--- config.mk ---
export PLATFORM = sky130hd
export DESIGN_NAME = mcd_decoder
export DESIGN_NICKNAME = d
export VERILOG_FILES = /design/src/mcd_pkg.sv /design/src/mcd_link_if.sv /design/src/mcd_frame_rx.sv /design/src/mcd_reply.sv /design/src/mcd_decoder.sv
export SDC_FILE = /design/constraint.sdc
export NUM_CORES = 1
export LEC_CHECK = 0
export CORE_AREA = 5 5 188 190
export CTS_CLUSTER_DIAMETER = 30
export CTS_CLUSTER_SIZE = 28
export DETAILED_ROUTE_END_ITERATION = 12
export DIE_AREA = 0 0 193 195
export DONT_BUFFER_PORTS = 1
export PLACE_DENSITY = 0.68
export SLEW_MARGIN = 20
export SYNTH_ARGS = -nofsm -noshare
export SYNTH_HDL_FRONTEND = slang
export SYNTH_SLANG_ARGS = --single-unit
--- constraint.sdc ---
create_clock -name ref_clk -period 5.23 [get_ports ref_clk]
set_input_delay 0.523 -clock ref_clk [delete_from_list [all_inputs] [get_ports ref_clk]]
set_output_delay 0.523 -clock ref_clk [all_outputs]
set_load 0.01 [all_outputs]
--- src/mcd_pkg.sv ---
// Shared constants, offsets and checksum helper for the motion command decoder
package mcd_pkg;

  localparam int         FRM_BYTES = 9;
  localparam int         AXIS_W    = 3;

  // Register byte offsets
  localparam logic [7:0] OFS_FRAME0 = 8'h00;
  localparam logic [7:0] OFS_FRAME8 = 8'h20;
  localparam logic [7:0] OFS_ACCU   = 8'h24;
  localparam logic [7:0] OFS_XREG   = 8'h28;
  localparam logic [7:0] OFS_STAT   = 8'h2C;
  localparam logic [7:0] OFS_TARGET = 8'h30;
  localparam logic [7:0] OFS_COUNT  = 8'h34;

  // Status register fields
  localparam int         STAT_DROP_BIT = 0;
  localparam int         STAT_BUSY_BIT = 1;
  localparam int         STAT_CODE_LSB = 8;
  localparam int         STAT_INSTR_LSB = 16;

  // Reset values
  localparam logic [31:0] ACCU_RST = 32'h0000_0000;
  localparam logic [31:0] XREG_RST = 32'h0000_0000;

  // Instruction codes
  localparam logic [7:0] INS_MOVE_IDX  = 8'h2F;
  localparam logic [7:0] INS_DOWN_ACCU = 8'h32;
  localparam logic [7:0] INS_UP_ACCU   = 8'h33;
  localparam logic [7:0] INS_DOWN_IDX  = 8'h34;
  localparam logic [7:0] INS_UP_IDX    = 8'h35;

  // Move target types
  localparam logic [7:0] TGT_ABSOLUTE = 8'h00;
  localparam logic [7:0] TGT_OFFSET   = 8'h01;
  localparam logic [7:0] TGT_STORED   = 8'h02;

  // Axis parameter numbers
  localparam logic [7:0] PAR_TGT_POS = 8'h00;
  localparam logic [7:0] PAR_TGT_VEL = 8'h02;

  // Reply status codes and reply address
  localparam logic [7:0] STS_OK        = 8'h64;
  localparam logic [7:0] STS_BAD_SUM   = 8'h01;
  localparam logic [7:0] STS_BAD_CMD   = 8'h02;
  localparam logic [7:0] STS_BAD_TYPE  = 8'h03;
  localparam logic [7:0] STS_BAD_VALUE = 8'h04;
  localparam logic [7:0] HOST_ADDR     = 8'h02;

  // Modulo-256 sum of eight bytes
  function automatic logic [7:0] mcd_sum8(input logic [63:0] b);
    logic [7:0] s;
    s = 8'h00;
    for (int i = 0; i < 8; i++) begin
      s = s + b[8*i +: 8];
    end
    return s;
  endfunction

endpackage

--- src/mcd_link_if.sv ---
// Frame and reply carrier between receiver, core and reply builder
interface mcd_link_if;
  logic        frm_valid;
  logic [7:0]  frm_target;
  logic [7:0]  frm_instr;
  logic [7:0]  frm_type;
  logic [7:0]  frm_motor;
  logic [31:0] frm_value;
  logic        frm_sum_ok;
  logic        rep_done;
  logic [7:0]  rep_status;
  logic [7:0]  rep_instr;

  modport rx (output frm_valid, frm_target, frm_instr, frm_type,
              output frm_motor, frm_value, frm_sum_ok);
  modport core (input frm_valid, frm_target, frm_instr, frm_type,
                input frm_motor, frm_value, frm_sum_ok,
                output rep_done, rep_status, rep_instr);
  modport tx (input rep_done, rep_status, rep_instr);
endinterface

--- src/mcd_frame_rx.sv ---
// Frame byte collector with checksum compare
module mcd_frame_rx (
  input  logic         ref_clk,
  input  logic         resetn,
  input  logic [7:0]   reg_addr,
  input  logic [7:0]   reg_wdata,
  input  logic         reg_wr,
  mcd_link_if.rx       lnk
);
  import mcd_pkg::*;

  logic [7:0] frame_mem [0:7];
  logic       byte_hit;
  logic [2:0] byte_idx;
  logic       last_hit;

  assign byte_hit = reg_wr && reg_addr < OFS_FRAME8 && reg_addr[1:0] == 2'b00;
  assign byte_idx = reg_addr[4:2];
  assign last_hit = reg_wr && reg_addr == OFS_FRAME8;

  // Byte order: address, instruction, type, motor, value msb..lsb
  always_ff @(posedge ref_clk) begin
    if (byte_hit) begin
      frame_mem[byte_idx] <= reg_wdata;
    end
  end

  // Checksum byte completes the frame
  always_ff @(posedge ref_clk) begin
    if (!resetn) begin
      lnk.frm_valid  <= 1'b0;
      lnk.frm_target <= 8'h00;
      lnk.frm_instr  <= 8'h00;
      lnk.frm_type   <= 8'h00;
      lnk.frm_motor  <= 8'h00;
      lnk.frm_value  <= 32'h0000_0000;
      lnk.frm_sum_ok <= 1'b0;
    end else begin
      lnk.frm_valid <= last_hit;
      if (last_hit) begin
        lnk.frm_target <= frame_mem[0];
        lnk.frm_instr  <= frame_mem[1];
        lnk.frm_type   <= frame_mem[2];
        lnk.frm_motor  <= frame_mem[3];
        lnk.frm_value  <= {frame_mem[4], frame_mem[5], frame_mem[6], frame_mem[7]};
        lnk.frm_sum_ok <= mcd_sum8({frame_mem[7], frame_mem[6], frame_mem[5],
                                    frame_mem[4], frame_mem[3], frame_mem[2],
                                    frame_mem[1], frame_mem[0]}) == reg_wdata;
      end
    end
  end
endmodule

--- src/mcd_reply.sv ---
// Reply frame builder with checksum
module mcd_reply #(
  parameter logic [7:0] MODULE_ADDR = 8'h01
) (
  input  logic                             ref_clk,
  input  logic                             resetn,
  mcd_link_if.tx                           lnk,
  output logic                             reply_valid,
  output logic [mcd_pkg::FRM_BYTES*8-1:0]  reply_frame
);
  import mcd_pkg::*;

  logic [63:0] head;

  // Value field carries no meaning, sent as zero
  assign head = {HOST_ADDR, MODULE_ADDR, lnk.rep_status, lnk.rep_instr, 32'h0000_0000};

  always_ff @(posedge ref_clk) begin
    if (!resetn) begin
      reply_valid <= 1'b0;
      reply_frame <= '0;
    end else begin
      reply_valid <= lnk.rep_done;
      if (lnk.rep_done) begin
        reply_frame <= {head, mcd_sum8(head)};
      end
    end
  end
endmodule

--- src/mcd_decoder.sv ---
// Motion command decoder core with register port
//
// What this block does
// - Code 50 turns motor-field axis downward
// - Code 51 turns motor-field axis upward
// - Rotate selects velocity mode, then loads velocity
// - Velocity value means microsteps per second
// - Code 47 takes axis from X register
// - Move writes accumulator into target position
// - Type picks absolute, offset or stored point
// - Offset target adds value to actual position
// - Move replies at once, commands keep flowing
// - Rotate command abandons running positioning
// - Code 52 turns X-register axis downward
// - Code 53 turns X-register axis upward
// - Frame bytes: address, code, type, motor, value, sum
// - Every error-free command replies status 100 OK
//
// Strobed register access and the register offsets are this design's own decisions.
module mcd_decoder #(
  parameter logic [7:0] MODULE_ADDR = 8'h01,
  parameter int         AXES        = 6
) (
  input  logic                            ref_clk,
  input  logic                            resetn,
  input  logic [7:0]                      reg_addr,
  input  logic [31:0]                     reg_wdata,
  input  logic                            reg_wr,
  input  logic                            reg_rd,
  output logic [31:0]                     reg_rdata,
  input  logic [AXES*32-1:0]              act_pos_flat,
  input  logic [31:0]                     point_data,
  output logic [7:0]                      point_idx,
  output logic                            axis_vel_mode,
  output logic                            axis_dir_down,
  output logic                            pos_abort,
  output logic [mcd_pkg::AXIS_W-1:0]      axis_sel,
  output logic                            param_wr,
  output logic [7:0]                      param_num,
  output logic [31:0]                     param_data,
  output logic                            reply_valid,
  output logic [mcd_pkg::FRM_BYTES*8-1:0] reply_frame
);
  import mcd_pkg::*;

  typedef enum logic [5:0] {
    ST_IDLE  = 6'h01,
    ST_CHECK = 6'h02,
    ST_POINT = 6'h04,
    ST_MODE  = 6'h08,
    ST_LOAD  = 6'h10,
    ST_REPLY = 6'h20
  } mcd_state_type;

  mcd_state_type       state;
  mcd_state_type       next_state;
  logic [31:0]         accu;
  logic [31:0]         xreg;
  logic [7:0]          cur_instr;
  logic [7:0]          cur_type;
  logic [7:0]          cur_motor;
  logic                cur_sum_ok;
  logic [7:0]          last_status;
  logic [7:0]          last_instr;
  logic [15:0]         frame_count;
  logic                dropped;
  logic                frame_take;
  logic                is_move;
  logic                is_rot_accu;
  logic                is_rot_idx;
  logic                is_rot;
  logic                is_down;
  logic                axis_ok;
  logic                type_ok;
  logic [AXIS_W-1:0]   cmd_axis;
  logic [31:0]         act_sel;
  logic [7:0]          next_status;
  logic [31:0]         next_target;

  mcd_link_if lnk ();

  mcd_frame_rx u_rx (
    .ref_clk   (ref_clk),
    .resetn    (resetn),
    .reg_addr  (reg_addr),
    .reg_wdata (reg_wdata[7:0]),
    .reg_wr    (reg_wr),
    .lnk       (lnk.rx)
  );

  mcd_reply #(
    .MODULE_ADDR (MODULE_ADDR)
  ) u_tx (
    .ref_clk     (ref_clk),
    .resetn      (resetn),
    .lnk         (lnk.tx),
    .reply_valid (reply_valid),
    .reply_frame (reply_frame)
  );

  // Frames for other addresses get no reply
  assign frame_take = lnk.frm_valid && state == ST_IDLE
                      && lnk.frm_target == MODULE_ADDR;

  // Command classification
  always_comb begin
    is_move     = cur_instr == INS_MOVE_IDX;
    is_rot_accu = cur_instr == INS_DOWN_ACCU || cur_instr == INS_UP_ACCU;
    is_rot_idx  = cur_instr == INS_DOWN_IDX || cur_instr == INS_UP_IDX;
    is_rot      = is_rot_accu || is_rot_idx;
    is_down     = cur_instr == INS_DOWN_ACCU || cur_instr == INS_DOWN_IDX;
    type_ok     = !is_move || cur_type <= TGT_STORED;
    if (is_rot_accu) begin
      cmd_axis = cur_motor[AXIS_W-1:0];
      axis_ok  = 32'(cur_motor) < 32'(AXES);
    end else begin
      cmd_axis = xreg[AXIS_W-1:0];
      axis_ok  = xreg < 32'(AXES);
    end
    act_sel = act_pos_flat[32*int'(cmd_axis) +: 32];
  end

  // Error priority: checksum, code, type, axis
  always_comb begin
    if (!cur_sum_ok) begin
      next_status = STS_BAD_SUM;
    end else if (!is_move && !is_rot) begin
      next_status = STS_BAD_CMD;
    end else if (!type_ok) begin
      next_status = STS_BAD_TYPE;
    end else if (!axis_ok) begin
      next_status = STS_BAD_VALUE;
    end else begin
      next_status = STS_OK;
    end
  end

  // Position target; wraps at 32 bits, as the 16-bit frame counter wraps at 16
  always_comb begin
    if (state == ST_POINT) begin
      next_target = point_data;
    end else if (cur_type == TGT_OFFSET) begin
      next_target = act_sel + accu;
    end else begin
      next_target = accu;
    end
  end

  always_comb begin
    next_state = state;
    case (state)
      ST_IDLE: begin
        if (frame_take) begin
          next_state = ST_CHECK;
        end
      end
      ST_CHECK: begin
        if (next_status != STS_OK) begin
          next_state = ST_REPLY;
        end else if (is_rot) begin
          next_state = ST_MODE;
        end else if (cur_type == TGT_STORED) begin
          next_state = ST_POINT;
        end else begin
          next_state = ST_LOAD;
        end
      end
      ST_POINT: next_state = ST_LOAD;
      ST_MODE:  next_state = ST_LOAD;
      ST_LOAD:  next_state = ST_REPLY;
      ST_REPLY: next_state = ST_IDLE;
      default:  next_state = ST_IDLE;
    endcase
  end

  always_ff @(posedge ref_clk) begin
    if (!resetn) begin
      state <= ST_IDLE;
    end else begin
      state <= next_state;
    end
  end

  // Latch the accepted frame fields
  always_ff @(posedge ref_clk) begin
    if (!resetn) begin
      cur_instr  <= 8'h00;
      cur_type   <= 8'h00;
      cur_motor  <= 8'h00;
      cur_sum_ok <= 1'b0;
    end else if (frame_take) begin
      cur_instr  <= lnk.frm_instr;
      cur_type   <= lnk.frm_type;
      cur_motor  <= lnk.frm_motor;
      cur_sum_ok <= lnk.frm_sum_ok;
    end
  end

  // Strobes toward the ramp generator and parameter store
  always_ff @(posedge ref_clk) begin
    if (!resetn) begin
      axis_vel_mode <= 1'b0;
      pos_abort     <= 1'b0;
      param_wr      <= 1'b0;
    end else begin
      axis_vel_mode <= next_state == ST_MODE;
      pos_abort     <= next_state == ST_MODE;
      param_wr      <= next_state == ST_LOAD;
    end
  end

  // Axis, direction and parameter payload
  always_ff @(posedge ref_clk) begin
    if (!resetn) begin
      axis_sel      <= '0;
      axis_dir_down <= 1'b0;
      param_num     <= 8'h00;
      param_data    <= 32'h0000_0000;
      point_idx     <= 8'h00;
    end else begin
      if (state == ST_CHECK) begin
        axis_sel      <= cmd_axis;
        axis_dir_down <= is_down;
        point_idx     <= accu[7:0];
      end
      if (next_state == ST_LOAD) begin
        // Velocity is passed on unscaled, in microsteps per second
        param_num  <= is_rot ? PAR_TGT_VEL : PAR_TGT_POS;
        param_data <= is_rot ? accu : next_target;
      end
    end
  end

  // Reply request toward the reply builder
  always_ff @(posedge ref_clk) begin
    if (!resetn) begin
      lnk.rep_done   <= 1'b0;
      lnk.rep_status <= 8'h00;
      lnk.rep_instr  <= 8'h00;
    end else begin
      lnk.rep_done <= next_state == ST_REPLY;
      if (state == ST_CHECK) begin
        lnk.rep_status <= next_status;
        lnk.rep_instr  <= cur_instr;
      end
    end
  end

  // Software registers; a drop event wins over its clear
  always_ff @(posedge ref_clk) begin
    if (!resetn) begin
      accu        <= ACCU_RST;
      xreg        <= XREG_RST;
      dropped     <= 1'b0;
      last_status <= 8'h00;
      last_instr  <= 8'h00;
      frame_count <= 16'h0000;
    end else begin
      if (reg_wr && reg_addr == OFS_ACCU) begin
        accu <= reg_wdata;
      end
      if (reg_wr && reg_addr == OFS_XREG) begin
        xreg <= reg_wdata;
      end
      if (lnk.frm_valid && state != ST_IDLE) begin
        dropped <= 1'b1;
      end else if (reg_wr && reg_addr == OFS_STAT && reg_wdata[STAT_DROP_BIT]) begin
        dropped <= 1'b0;
      end
      if (state == ST_CHECK) begin
        last_status <= next_status;
        last_instr  <= cur_instr;
        frame_count <= frame_count + 16'h0001;
      end
    end
  end

  // Read data valid only in the cycle after the strobe
  always_ff @(posedge ref_clk) begin
    if (!resetn) begin
      reg_rdata <= 32'h0000_0000;
    end else if (reg_rd) begin
      case (reg_addr)
        OFS_ACCU:   reg_rdata <= accu;
        OFS_XREG:   reg_rdata <= xreg;
        OFS_STAT: begin
          reg_rdata <= 32'h0000_0000;
          reg_rdata[STAT_DROP_BIT] <= dropped;
          reg_rdata[STAT_BUSY_BIT] <= state != ST_IDLE;
          reg_rdata[STAT_CODE_LSB +: 8] <= last_status;
          reg_rdata[STAT_INSTR_LSB +: 8] <= last_instr;
        end
        OFS_TARGET: reg_rdata <= param_data;
        OFS_COUNT:  reg_rdata <= {16'h0000, frame_count};
        default:    reg_rdata <= 32'h0000_0000;
      endcase
    end else begin
      reg_rdata <= 32'h0000_0000;
    end
  end

  logic ok_now;
  assign ok_now = state == ST_CHECK && next_status == STS_OK;
endmodule

# ---- After elaboration in Yosys (flattened, before gate mapping)
# Memories as Yosys holds them, arrays and structs flattened.
# Index checks and enable logic that the tools add are counted.
dict set report word_totals {
  wordCells 113
  regBits 274
  ramBits 64
  mem_count 1
}
dict set report classes {
  n_reduce_logical 22
  magnitude_cmp 4
  mux 20
  shifts 1
  eq_ne 25
  add_sub_neg 12
}
# name words word_bits read_ports rd_clocked_by_memory_dff wr line
set memory_table {}
lappend memory_table {u_rx.frame_mem 8 8 8 0 1 mcd_frame_rx.sv:12} ;# logic [7:0] frame_mem [0:7];
# op count
set op_table {}
lappend op_table {{indexed part select 192 x 9 -> 32 bit} 1}
lappend op_table {{case mux 32 bit (5 select lines)} 1}
lappend op_table {{two-way mux 32 bit} 3}
lappend op_table {{equality test 8 x 6 -> 1 bit (second input constant)} 11}
lappend op_table {{adder 8 bit} 7}
lappend op_table {{adder 32 bit} 1}
lappend op_table {{less-than comparator 32 x 3 -> 1 bit (second input constant)} 1}
lappend op_table {{two-way mux 7 bit} 4}
lappend op_table {{case mux 6 bit (4 select lines)} 1}
lappend op_table {{adder 16 x 1 -> 16 bit (second input constant)} 1}
lappend op_table {{equality test 8 x 1 -> 1 bit (second input constant)} 2}
lappend op_table {{equality test 6 x 4 -> 1 bit (second input constant)} 2}
lappend op_table {{equality test 6 x 5 -> 1 bit (second input constant)} 2}
lappend op_table {{two-way mux 6 bit} 2}
lappend op_table {{logical AND 1 bit} 11}
lappend op_table {{two-way mux 5 bit} 2}
lappend op_table {{adder 8 x 1 -> 8 bit (second input constant)} 1}
lappend op_table {{adder 8 x 2 -> 8 bit (second input constant)} 1}
lappend op_table {{adder 8 x 7 -> 8 bit} 1}
lappend op_table {{equality test 8 x 2 -> 1 bit (second input constant)} 1}
lappend op_table {{equality test 8 bit} 1}
lappend op_table {{<= comparator 8 x 2 -> 1 bit (second input constant)} 1}
lappend op_table {{less-than comparator 8 x 3 -> 1 bit (second input constant)} 1}
lappend op_table {{less-than comparator 8 x 6 -> 1 bit (second input constant)} 1}
lappend op_table {{15 further kinds} 24}

# ---- Depth between registers and ports, before layout
dict set report logic_depth {
  word_depth 11
  mapped_depth 20
  ltp_nobuf 18
}

# ---- By module
# From an unflattened synthesis, not the netlist that was laid out.
dict set report hier_totals {
  cells_unflattened 2126
  area_unflattened_um2 19129.6
}
# mod area_each_um2 n_inst seq_area_each_um2 cells_per_inst
set modules_own_cells {}
lappend modules_own_cells {mcd_decoder 11658.7 1 4083.9 1451}
lappend modules_own_cells {mcd_frame_rx 5803.1 1 3243.1 499}
lappend modules_own_cells {mcd_reply 1667.8 1 520.5 176}

# ---- Worst setup path after synthesis
# OpenSTA, ideal clock, no wires.
dict set report synth_path {
  path_kind {register to register}
  start {register cur_instr[6]}
  end {register param_data[26]}
  path_stages_with_launch 19
  setup_time_ps 126
  arrival_time_ps 4202
  period_less_slack_ps 4328
  n_path_buf 1
  t_required_ps 5104
  path_slack_ps 902
  path_cell_list {dfxtp_1 nor3b_4 nand4b_2 mux2i_1 clkbuf_1 mux4_2 nand2_1 o21ai_0 ha_1 inv_1 fa_1 nand2b_1 a21oi_1 o21ai_1 a2111oi_2 o41ai_4 xnor2_1 a222oi_1 a21oi_1}
}
dict set report synth_between {
  elab_chain_cells 11
  word_cells_on_any_way 28
  classes_between {1 x add/sub; 7 x eq/ne; 1 x shift; 12 x mux; 7 x reduce/logical}
}
# item line
set synth_rtl {}
lappend synth_rtl {{start, declared} mcd_decoder.sv:59} ;# logic [7:0] cur_instr;
lappend synth_rtl {{start signal, assigned} mcd_decoder.sv:192} ;# cur_instr <= lnk.frm_instr;
lappend synth_rtl {{parallel branches: the longest is 11 deep, another holds adder 32 bit} -}
lappend synth_rtl {{end signal, assigned} mcd_decoder.sv:229} ;# param_data <= is_rot ? accu : next_target;
lappend synth_rtl {{end, declared} mcd_decoder.sv:40} ;# output logic [31:0] param_data,
# Parallel ways; which one is timed is not known.
# A chain may end at the register's enable or synchronous reset.

# ---- Worst setup path in the final report
dict set report layout_path {
  start {register cur_instr[6]}
  end {register param_data[30]}
}
# Same word-level chain as after synthesis.

==> run summary <==
status: completed
# hold bufs at CTS: 0
internal power component: 5.10 mW
worst path required time: 5690 ps
Die ar.: 0.0376 mm2
cell family with most CP delay: compound AO/OA/AOI/OAI gates
Leak: 7.39 nW
clock-pin slew on the worst setup and hold paths: 60 ps
final worst path period need: 4810 ps
final setup fails: 0
Sw Ratio: 22.3%
Synth area leaders: dfxtp_1, edfxtp_1, nand2_1, a21oi_1, fa_1
Synth area leader: dfxtp_1
endpoints failing hold: 0
Inserted Clock Buffers: 55
Detail Route Antenna Nets: 0
crit-path max FO: 32
PwrDens: 334 mW/mm2
crit end category: flop
Post-synth top cells: nand2_1, dfxtp_1, a21oi_1
measured slew at the worst slew-check pin: 1060 ps
Rel. slew slack: 29.1%
CTS sink count: 324
Setup Crit Path Kind: reg2reg
CTS tree: yes
synthesis-stage register bit count: 324
Clock Tree Buf Depth: 3
post-synth cell types: 81
Synth top area share: 29.8%
FFs w/ async S/R, synth: 0%
YS warnings: 0
Max Fclk: 0.208 GHz
DRT iter0 DRCs: 1,766
DRT Pass-1 Iters: 6
global-route wire length before repair: 86,800 um
port bufs: 0
Post-synth EDFFs: 64
# DRC: 0
Final period util: 91.9%
H-tree Lvls: 2
nets@finish: 2,263
post-cts sizing count: 0
Arr. time, crit path: 5260 ps
Setup TNS Final: 0 ps
RSZ-0062 raised after global routing: no
cell with the most instances after synthesis: nand2_1
sequential share of the synthesized area: 40.8%
Starting Density: 52.4%
Syn Std Cell Area: 0.0175 mm2
crit-path cells: nor3b_4, nand4b_2, mux2i_4, buf_12, mux4_2, nand2_1, o21ai_0, ha_1, a21o_1, or3_1, o21ai_1, a2111oi_4, o41ai_4, o21ai_0, xor2_1, a21oi_1, nor3_1
cell count after synthesis: 1,939
post-CTS setup-driven buffer insertion count: 0
placed insts: 2,296
crit-path most repeated cell: o21ai_0
CP max stage delay: 530 ps
root buffer cell: clkbuf_16
Avg Inst Size Synth: 9.00 um2
worst skew pair latency: 580 ps
via total after detailed routing: 14,577
clk_skew: 16.8 ps
Synth-to-Final Area Change: 12.6%
maxcap violations: 0
Bufs and invs on worst path: 1
final WL: 58,700 um
Via density: 6.06
CORE AREA: 0.0333 mm2
Die Height: 195 um
Die Wd: 193 um
CP Launch Type: flop
switching power: 1.46 mW
Total Routing Usage GR: 29.9%
HPWL Detailed: 44,600 um
I/O pin total: 428
Critical Path Slowest Stage Cell: mux4_2
vias in the first global route: 14,012
Clock power frac: 58.2%
Max IR drop VDD: 0.264 mV
GPL Wtd Cong: 0.940
Row Count: 67
Hold Path Class: in2reg
total grt overflow: 0
Post-synth top flop: dfxtp_1
Comb power frac: 3.0%
largest net degree at the start of global routing: 109
wire per inst: 24.4 um
antenna violations before repair: 7
layout cells sized above 1: 10.1%
sequential power share: 38.9%
fin. max-slew vios: 0
fin cells: 2,406
## per-stage QoR
step	cell area [um2]	util [%]	hold slack [ps]	total power, mW	setup slack, ps
final	19600	59.0	42.2	6.57	425
after global routing	19600	59.0	26.6	6.76	41.6
after CTS	19600	58.9	31.7	6.59	235
after detailed placement	17600	52.9	447	2.80	276
after global placement	17600	52.9	438	2.80	453
after floorplan	17700	-	426	2.80	902
## logic make-up (layout without fill, tap and decap cells)
group	Yosys count	in the layout	synth area share [%]
xor gates and xnor gates	74	74	3.71
other	1	63	0.0215
and+or+nand+nor	645	645	15.9
DFF	324	324	40.8
AOI/OAI and AO/OA	473	473	17.1
adders and majority gates	90	90	8.22
buffers and inverters	248	205	7.06
muxes	84	84	7.12
## layout make-up
| cell class | count | area (um2) |
|---|---|---|
| Antenna cell | 7 | 17.5 |
| Clock buffer | 64 | 1490 |
| Clock inverter | 39 | 512 |
| Fill cell | 2906 | 13600 |
| Inverter | 70 | 268 |
| Multi-Input combinational cell | 1422 | 9410 |
| Sequential cell | 324 | 7130 |
| Tap cell | 448 | 561 |
| Timing Repair Buffer | 32 | 256 |
## worst paths after layout
kind / startpoint / to / slack (ps) / cells past startpoint
setup / recovery: cur_instr[6]$_SDFFE_PN0P_ / param_data[30]$_SDFFE_PN0N_ / 420 / 17
hold / removal: reg_wdata[5] / u_rx.frame_mem[3][5]$_DFFE_PP_ / 40 / 0
setup reg to reg: cur_instr[6]$_SDFFE_PN0P_ / param_data[30]$_SDFFE_PN0N_ / 420 / 17
hold reg to reg: u_rx.lnk.frm_motor[4]$_SDFFE_PN0P_ / cur_motor[4]$_SDFFE_PN0P_ / 440 / 2
## registers in the layout, indices dropped and copies added, names as in the netlist, 16 cells and up
signal and count:
param_data 32, xreg 32, u_rx.frame_mem 64, accu 32, reg_rdata 32, u_tx.reply_frame 21
frame_count 16
## power groups by stage
stage                     clock [mW]  sequential [mW]  combinational (mW)
after floorplan                    0             2.60               0.193
after global placement             0             2.60               0.192
after detailed placement           0             2.60               0.193
after CTS                       3.84             2.55               0.194
after global routing            3.99             2.55               0.218
final                           3.82             2.55               0.196
## layer usage
layer / up-vias / track usage, % / wire length, um
met5: - / 0 / 7
met4: 2 / 6.29 / 1120
met3: 95 / 12.4 / 7880
met2: 782 / 43.7 / 25600
met1: 7004 / 41.9 / 24100
li1: 6694 / - / -
## placed cells by master, fill, tap and decap left out, types with 30 or more instances in the layout
cell / instances
a21oi_1: 220
a22oi_1: 33
buf_4: 30
clkbuf_16: 56
conb_1: 56
dfxtp_1: 259
edfxtp_1: 64
fa_1: 41
ha_1: 49
inv_1: 69
mux2i_1: 48
mux4_2: 32
nand2_1: 376
nor2_1: 140
o21ai_0: 57
xnor2_1: 44
xor2_1: 30
No activity file was read; power rests on OpenSTA's default activity.
